<file path="src/rtl/skew_regs_pkg.sv">
package skew_regs_pkg;

   // ==========================================================
   // bus geometry
   localparam int unsigned ADDR_W = 12;
   localparam int unsigned DATA_W = 32;
   localparam int unsigned IDX_W  = 10;

   // ==========================================================
   // register indices; byte address is four times the index
   localparam logic [IDX_W-1:0] IDX_ALARM_STATUS   = 10'h2C1;
   localparam logic [IDX_W-1:0] IDX_LANE_FAULTS    = 10'h2C4;
   localparam logic [IDX_W-1:0] IDX_A_DUAL_TRIM    = 10'h310;
   localparam logic [IDX_W-1:0] IDX_B_DUAL_TRIM    = 10'h313;
   localparam logic [IDX_W-1:0] IDX_A_SINGLE_TRIM  = 10'h314;
   localparam logic [IDX_W-1:0] IDX_B_SINGLE_TRIM  = 10'h315;
   localparam logic [IDX_W-1:0] IDX_MODE_CTRL      = 10'h320;

   // ==========================================================
   // field layout
   localparam int unsigned LANES          = 16;
   localparam int unsigned TRIM_W         = 8;
   localparam int unsigned SUMMARY_BIT    = 5;
   localparam int unsigned MODE_SINGLE    = 0;
   localparam int unsigned MODE_FG_CAL    = 1;
   localparam int unsigned MODE_INPUT_B   = 2;
   localparam int unsigned MODE_W         = 3;

   // ==========================================================
   // values after reset
   localparam logic [LANES-1:0]  LANE_FAULTS_RST = 16'hFFFF;
   localparam logic              SUMMARY_RST     = 1'h1;
   localparam logic [TRIM_W-1:0] TRIM_RST        = 8'h00;
   localparam logic [MODE_W-1:0] MODE_RST        = 3'h0;

   // ==========================================================
   // bus handshake state
   typedef enum logic [1:0]
   {
      BUS_IDLE = 2'b01,
      BUS_ACK  = 2'b10
   } bus_state_type;

endpackage

</file>
<file path="src/rtl/lane_fault_bank.sv">
`timescale 1ns/1ns

module lane_fault_bank
   import skew_regs_pkg::*;
(
   // clock and reset
   input  wire logic             clk,
   input  wire logic             reset,
   // lane events and clears
   input  wire logic [LANES-1:0] lane_fault,
   input  wire logic [LANES-1:0] clear_mask,
   // flags
   output logic      [LANES-1:0] flags_r
);

   // ==========================================================
   // one sticky flag per lane
   genvar i;
   generate
      for (i = 0; i < LANES; i++)
      begin : g_lane
         logic flag_nxt;

         // set outranks clear so an event in the clearing cycle survives
         assign flag_nxt = lane_fault[i]
                           | (flags_r[i] & ~clear_mask[i]);

         always_ff @(posedge clk or posedge reset)
         begin
            if (reset)
               flags_r[i] <= LANE_FAULTS_RST[i];
            else
               flags_r[i] <= flag_nxt;
         end
      end
   endgenerate
endmodule

</file>
<file path="src/rtl/lane_alarm_and_timing_trim_regs.sv">
`timescale 1ns/1ns

module lane_alarm_and_timing_trim_regs
   import skew_regs_pkg::*;
(
   // clock and reset
   input  wire logic              clk,
   input  wire logic              reset,
   // avalon-mm slave
   input  wire logic [ADDR_W-1:0] avs_address,
   input  wire logic              avs_read,
   input  wire logic              avs_write,
   input  wire logic [DATA_W-1:0] avs_writedata,
   output logic      [DATA_W-1:0] avs_readdata,
   output logic                   avs_waitrequest,
   // lane fifo events
   input  wire logic [LANES-1:0]  lane_fifo_fault,
   // fuse values
   input  wire logic [TRIM_W-1:0] fuse_a_dual_trim,
   input  wire logic [TRIM_W-1:0] fuse_b_dual_trim,
   input  wire logic [TRIM_W-1:0] fuse_a_single_trim,
   input  wire logic [TRIM_W-1:0] fuse_b_single_trim,
   // trims to the converter cores
   output logic      [TRIM_W-1:0] a_core_trim,
   output logic                   a_core_trim_valid,
   output logic      [TRIM_W-1:0] b_core_trim,
   output logic                   b_core_trim_valid
);

   // ==========================================================
   // state
   bus_state_type     bus_state_r;
   logic [DATA_W-1:0] readdata_r;
   logic [LANES-1:0]  lane_faults_r;
   logic [LANES-1:0]  lane_clear_nxt;
   logic              summary_r;
   logic [MODE_W-1:0] mode_r;
   logic              fuse_load_r;
   logic [TRIM_W-1:0] trims_r [4];
   logic [TRIM_W-1:0] a_trim_r;
   logic [TRIM_W-1:0] b_trim_r;
   logic              a_valid_r;
   logic              b_valid_r;
   logic [TRIM_W-1:0] fuse_vals [4];
   logic [IDX_W-1:0]  idx;
   logic              commit;
   logic              wr_commit;
   logic              summary_clear;
   logic [2:0]        slot;

   assign idx       = avs_address[ADDR_W-1:2];
   assign commit    = (avs_read | avs_write) & (bus_state_r == BUS_ACK);
   assign wr_commit = commit & avs_write;

   assign fuse_vals[0] = fuse_a_dual_trim;
   assign fuse_vals[1] = fuse_b_dual_trim;
   assign fuse_vals[2] = fuse_a_single_trim;
   assign fuse_vals[3] = fuse_b_single_trim;

   // ==========================================================
   // decoding shared by read and write paths
   function automatic logic [2:0] trim_slot(input logic [IDX_W-1:0] i);
      logic [2:0] s;
      s = 3'h4;
      case (i)
         IDX_A_DUAL_TRIM:   s = 3'h0;
         IDX_B_DUAL_TRIM:   s = 3'h1;
         IDX_A_SINGLE_TRIM: s = 3'h2;
         IDX_B_SINGLE_TRIM: s = 3'h3;
         default:           s = 3'h4;
      endcase
      return s;
   endfunction

   // one decode feeds the read mux; a function result cannot be sliced in place
   assign slot = trim_slot(idx);

   // ==========================================================
   // bus handshake: one wait cycle, then the answer
   always_ff @(posedge clk or posedge reset)
   begin
      if (reset)
         bus_state_r <= BUS_IDLE;
      else
      begin
         case (bus_state_r)
            BUS_IDLE: if (avs_read | avs_write) bus_state_r <= BUS_ACK;
            BUS_ACK:  bus_state_r <= BUS_IDLE;
            default:  bus_state_r <= BUS_IDLE;
         endcase
      end
   end

   // waitrequest low only in the acknowledge cycle
   always_ff @(posedge clk or posedge reset)
   begin
      if (reset)
         avs_waitrequest <= 1'h1;
      else
         avs_waitrequest <= ~((bus_state_r == BUS_IDLE) & (avs_read | avs_write));
   end

   // ==========================================================
   // read data, captured one cycle before the master samples it
   always_ff @(posedge clk or posedge reset)
   begin
      if (reset)
         readdata_r <= 32'h00000000;
      else if ((bus_state_r == BUS_IDLE) & avs_read)
      begin
         readdata_r <= 32'h00000000;
         if (slot != 3'h4)
            readdata_r[TRIM_W-1:0] <= trims_r[slot[1:0]];
         else if (idx == IDX_LANE_FAULTS)
            readdata_r[LANES-1:0] <= lane_faults_r;
         else if (idx == IDX_ALARM_STATUS)
            readdata_r[SUMMARY_BIT] <= summary_r;
         else if (idx == IDX_MODE_CTRL)
            readdata_r[MODE_W-1:0] <= mode_r;
      end
   end

   assign avs_readdata = readdata_r;

   // ==========================================================
   // lane fault flags and summary
   assign summary_clear = wr_commit & (idx == IDX_ALARM_STATUS) & avs_writedata[SUMMARY_BIT];

   always_comb
   begin
      lane_clear_nxt = 16'h0000;
      if (wr_commit & (idx == IDX_LANE_FAULTS))
         lane_clear_nxt = avs_writedata[LANES-1:0];
      if (summary_clear)
         lane_clear_nxt = 16'hFFFF;
   end

   lane_fault_bank u_lane_faults
   (
      .clk        (clk),
      .reset      (reset),
      .lane_fault (lane_fifo_fault),
      .clear_mask (lane_clear_nxt),
      .flags_r    (lane_faults_r)
   );

   // a fault in the clearing cycle keeps the summary set
   always_ff @(posedge clk or posedge reset)
   begin
      if (reset)
         summary_r <= SUMMARY_RST;
      else if (|lane_fifo_fault)
         summary_r <= 1'h1;
      else if (summary_clear)
         summary_r <= 1'h0;
   end

   // ==========================================================
   // mode control
   always_ff @(posedge clk or posedge reset)
   begin
      if (reset)
         mode_r <= MODE_RST;
      else if (wr_commit & (idx == IDX_MODE_CTRL))
         mode_r <= avs_writedata[MODE_W-1:0];
   end

   // ==========================================================
   // trim registers; fuses load at the first edge after reset release
   // because an asynchronous reset may only take constants
   always_ff @(posedge clk or posedge reset)
   begin
      if (reset)
         fuse_load_r <= 1'h1;
      else
         fuse_load_r <= 1'h0;
   end

   genvar t;
   generate
      for (t = 0; t < 4; t++)
      begin : g_trim
         always_ff @(posedge clk or posedge reset)
         begin
            if (reset)
               trims_r[t] <= TRIM_RST;
            else if (fuse_load_r)
               trims_r[t] <= fuse_vals[t];
            else if (wr_commit & (trim_slot(idx) == 3'(t)))
               trims_r[t] <= avs_writedata[TRIM_W-1:0];
         end
      end
   endgenerate

   // ==========================================================
   // pick the trim each core uses; input b settings are elsewhere
   always_ff @(posedge clk or posedge reset)
   begin
      if (reset)
      begin
         a_trim_r  <= TRIM_RST;
         a_valid_r <= 1'h0;
      end
      else if (!mode_r[MODE_SINGLE])
      begin
         a_trim_r  <= trims_r[0];
         a_valid_r <= 1'h1;
      end
      else if (mode_r[MODE_FG_CAL] & !mode_r[MODE_INPUT_B])
      begin
         a_trim_r  <= trims_r[2];
         a_valid_r <= 1'h1;
      end
      else
      begin
         a_trim_r  <= TRIM_RST;
         a_valid_r <= 1'h0;
      end
   end

   always_ff @(posedge clk or posedge reset)
   begin
      if (reset)
      begin
         b_trim_r  <= TRIM_RST;
         b_valid_r <= 1'h0;
      end
      else if (!mode_r[MODE_SINGLE] & mode_r[MODE_FG_CAL])
      begin
         b_trim_r  <= trims_r[1];
         b_valid_r <= 1'h1;
      end
      else if (mode_r[MODE_SINGLE] & mode_r[MODE_FG_CAL] & !mode_r[MODE_INPUT_B])
      begin
         b_trim_r  <= trims_r[3];
         b_valid_r <= 1'h1;
      end
      else
      begin
         b_trim_r  <= TRIM_RST;
         b_valid_r <= 1'h0;
      end
   end

   assign a_core_trim       = a_trim_r;
   assign a_core_trim_valid = a_valid_r;
   assign b_core_trim       = b_trim_r;
   assign b_core_trim_valid = b_valid_r;
endmodule

</file>
<file path="config.mk">
export PLATFORM = sky130hd
export DESIGN_NAME = lane_alarm_and_timing_trim_regs
export DESIGN_NICKNAME = d
export VERILOG_FILES = /design/src/rtl/skew_regs_pkg.sv /design/src/rtl/lane_fault_bank.sv /design/src/rtl/lane_alarm_and_timing_trim_regs.sv
export SDC_FILE = /design/constraint.sdc
export NUM_CORES = 1
export LEC_CHECK = 0
export CAP_MARGIN = 20
export CORE_MARGIN = 2
export CORE_UTILIZATION = 63
export CTS_BUF_LIST = sky130_fd_sc_hd__clkbuf_16
export DETAILED_ROUTE_END_ITERATION = 8
export DONT_BUFFER_PORTS = 1
export PLACE_DENSITY = 0.77
export REMOVE_ABC_BUFFERS = 1
export SYNTH_ARGS = -nofsm -noshare
export SYNTH_HDL_FRONTEND = slang
export SYNTH_SLANG_ARGS = --single-unit
</file>
<file path="constraint.sdc">
create_clock -name clk -period 3.5 [get_ports clk]
set_input_delay 0.35 -clock clk [delete_from_list [all_inputs] [get_ports clk]]
set_output_delay 0.35 -clock clk [all_outputs]
set_load 0.05 [all_outputs]
</file>
==> summary.txt <==
Synthesis
  – Summed instance area of the synthesized netlist: ~4500 µm²
  – Biggest area contributors in the synthesized netlist: sky130_fd_sc_hd__dfrtp_1 39%, sky130_fd_sc_hd__dfstp_2 12%, sky130_fd_sc_hd__mux2i_1 7.1%
  – Flop and latch count out of synthesis: 90
  – Most used flip-flop cell after synthesis: sky130_fd_sc_hd__dfrtp_1
  – Post-synthesis sequential area ratio: roughly 50%
  – Leading cell type by number of instances after synthesis: sky130_fd_sc_hd__nand2_1
  – Post-Synthesis Mean Instance Area: between 10 and 15 µm²
  – Gate count after technology mapping: between 400 and 500
  – Leading area contributor after synthesis: sky130_fd_sc_hd__dfrtp_1
  – Count of synthesis-stage warnings from yosys: 0
  – Number of distinct library cell variants in the gate-level netlist after synthesis: 52
  – Area share of the largest cell type after synthesis: between 30% and 40%
  – Count of flip-flops with a built-in enable after synthesis: 0
  – Proportion of synthesized flip-flops having asynchronous set or reset: 100%
  – List of most frequent post-synthesis cells: 81 x sky130_fd_sc_hd__nand2_1, 70 x sky130_fd_sc_hd__dfrtp_1, 32 x sky130_fd_sc_hd__mux2i_1, 25 x sky130_fd_sc_hd__nor2_1, 22 x sky130_fd_sc_hd__inv_1

Route
  – Routed Wire Length: between 10 and 15 mm
  – Routed length on met1: about 4.4 mm
  – Vias after detailed routing: roughly 3,500
  – Iteration-0 DRC count of the detailed router: just under 300
  – Antenna-violating nets left: 0
  – Uppermost routed layer: met4
  – Via count normalized by instance count: ~6.4
  – Wire length per cell after detailed routing: ~21 µm
  – Total length of routed met2 wires: roughly 5.6 mm
  – Router iterations before antenna repair: 5
  – Routed length on met3: 1.02 mm
  – DRC violation count after routing: 0

Global routing
  – Wire length of the first global-routing pass: ~17 mm
  – Total routing resource utilization after global routing: between 20 and 30%
  – Number of antenna violations at the first check in global routing: 0
  – Grt total ovfl: 0
  – Vias in the first global route: 3,357
  – Pin count of the biggest net entering global routing: 53

Floorplan
  – Die outline width: between 80 and 90 µm
  – Placement Rows: 30
  – Floorplan die area: approximately 7900 µm²
  – Die span in y: around 89 µm
  – Top Ports: between 100 and 150
  – Initial core utilization: roughly two thirds
  – Floorplan core area: ~7000 µm²

Status
  – Run status: completed

Worst setup path
  – Reg2reg end: avs_readdata[4]$_DFFE_PP0P_
  – Type of element launching the critical path: flop
  – Largest fanout on the critical path: 17
  – CP Data Arrival Time: about 2400 ps
  – Depth of the worst register-to-register path: 4
  – Required time of the critical path: 3700 ps
  – Start-to-end type of the worst setup path: flop to flop
  – Nature of the critical path endpoint: flop
  – Internal reg-to-reg setup slack: 1330 ps
  – Startpoint of the lowest-slack register-to-register path: bus_state_r[0]$_DFFE_PP1P_

Final layout
  – Fraction of final layout cells sized beyond drive strength 1: a little over an eighth
  – Antenna diode instance count: 0
  – Nets@finish: between 500 and 600
  – Area growth from synthesis to final layout: 7.78%

Clock network
  – TritonCTS clock tree: built
  – Sinks on Clock Net: 90
  – Resized Gates After CTS: 0
  – Worst-Skew Late Latency: 340 ps
  – Root cell of the clock tree: sky130_fd_sc_hd__clkbuf_16
  – Post-cts hold buffer count: 0
  – TritonCTS Buffers: 9
  – Count of buffers added by post-CTS timing repair for setup: 0
  – Clock input transition at the sequential cells of the worst setup and hold paths: 60 ps
  – Number of buffers between clock root and the deepest sink: 2
  – Htree depth: 3

STA
  – Final number of max-transition violations: 0
  – Skew final: around 7.4 ps
  – Setup repair after global routing missed its margin: no
  – Transition at the pin with the smallest max-transition slack: 903 ps
  – Hold Worst Slack: roughly 50 ps
  – Number of endpoints failing setup at the final stage: 0
  – Shortest clock period the worst path allows after layout: between 2000 and 2500 ps
  – Hold violation count in the final report: 0
  – Total negative setup slack: 0 ps
  – Slew HR: between 30% and 40%
  – Final worst path period share: between 60 and 70%
  – Achievable Freq: between 400 and 500 MHz

Place
  – Total of buffers placed on input and output ports: 0
  – Final Wtd Congestion: 0.916
  – DP HPWL: slightly below 8 mm

Pwr
  – Pleak: 2.19 nW
  – Peak VDD IR: around 0.46 mV
  – Power per standard cell area: ~600 nW/µm²

Worst hold path
  – Class of the tightest hold or removal check: input pin to async pin

Job
  – Count of max-cap constraint violations: 0
## worst max path at each step
stage	start	end	depth (start not counted)
floorplan	reset	a_core_trim[0]$_DFF_PP0_	1
global placement	fuse_load_r$_DFF_PP1_	trims_r[24]$_DFFE_PP0P_	3
detailed placement	fuse_load_r$_DFF_PP1_	trims_r[29]$_DFFE_PP0P_	3
CTS	fuse_load_r$_DFF_PP1_	trims_r[29]$_DFFE_PP0P_	3
global route	bus_state_r[0]$_DFFE_PP1P_	avs_readdata[1]$_DFFE_PP0P_	4
finish	bus_state_r[0]$_DFFE_PP1P_	avs_readdata[4]$_DFFE_PP0P_	4
## per-layer routing
metal	GRT usage (%)	vias up
li1	-	1565
met1	36.9	1694
met2	46.5	186
met3	6.53	38
met4	13.1	0
met5	0	-
## logic make-up after synthesis
family / synth area share, %
other cells: 0.0827
xor+xnor: 0.386
simple gates: 18.5
compound gates: 15.4
mux: 8.06
flops: 50.2
buf+inv: 7.31
## critical path, cell delays in order (launching register included)
cell and delay, ps:
sky130_fd_sc_hd__dfstp_2 540, sky130_fd_sc_hd__and3b_1 600, sky130_fd_sc_hd__nand2_1 380, sky130_fd_sc_hd__nor4_1 390, sky130_fd_sc_hd__a221oi_2 120
## power breakdown
part	switching (mW)	internal, mW
logic	0.217	0.119
clock network	0.387	0.691
registers	0.288	1.15
total	0.892	1.96
## stage by stage
stage / instance area [µm²] / utilization, % / total power [mW] / cells / setup WS (ps)
finish: 4890 / 71.1 / 2.85 / 543 / 1330
floorplan: 4340 / - / 1.69 / 425 / 848
CTS: 4830 / 70.3 / 2.85 / 541 / 964
global route: 4890 / 71.1 / 2.94 / 543 / 1190
detailed placement: 4500 / 65.4 / 1.77 / 525 / 1100
global placement: 4500 / 65.4 / 1.76 / 525 / 1110
## placed cells by master (no fill, tap or decap), drive strengths merged, types with 8 or more instances in the layout
cell type / n
nor2: 25
nand2: 81
a21oi: 15
clkbuf: 9
dfstp: 20
o2bb2ai: 8
dfrtp: 70
conb: 17
inv: 23
mux2i: 32
o22ai: 15
nor4: 13
o21ai: 11
nand3: 9
a31o: 15
## final cells by class
class,count,area (µm²)
clock buffer,9,225
multi-input combinational,313,1980
timing repair buffer,6,85.1
tap,96,120
clock inverter,7,110
sequential,90,2280
inverter,22,83.8
fill,528,1980
## flip-flops by register name (all words and copies together), names as in the netlist
signal / count
avs_readdata: 16
avs_waitrequest: 1
fuse_load_r: 1
trims_r: 32
mode_r: 3
b_core_trim: 8
a_core_trim: 8
u_lane_faults.flags_r: 16
a_core_trim_valid: 1
summary_r: 1
bus_state_r: 2
b_core_trim_valid: 1
Note: power is estimated with default switching activity, not from simulation.
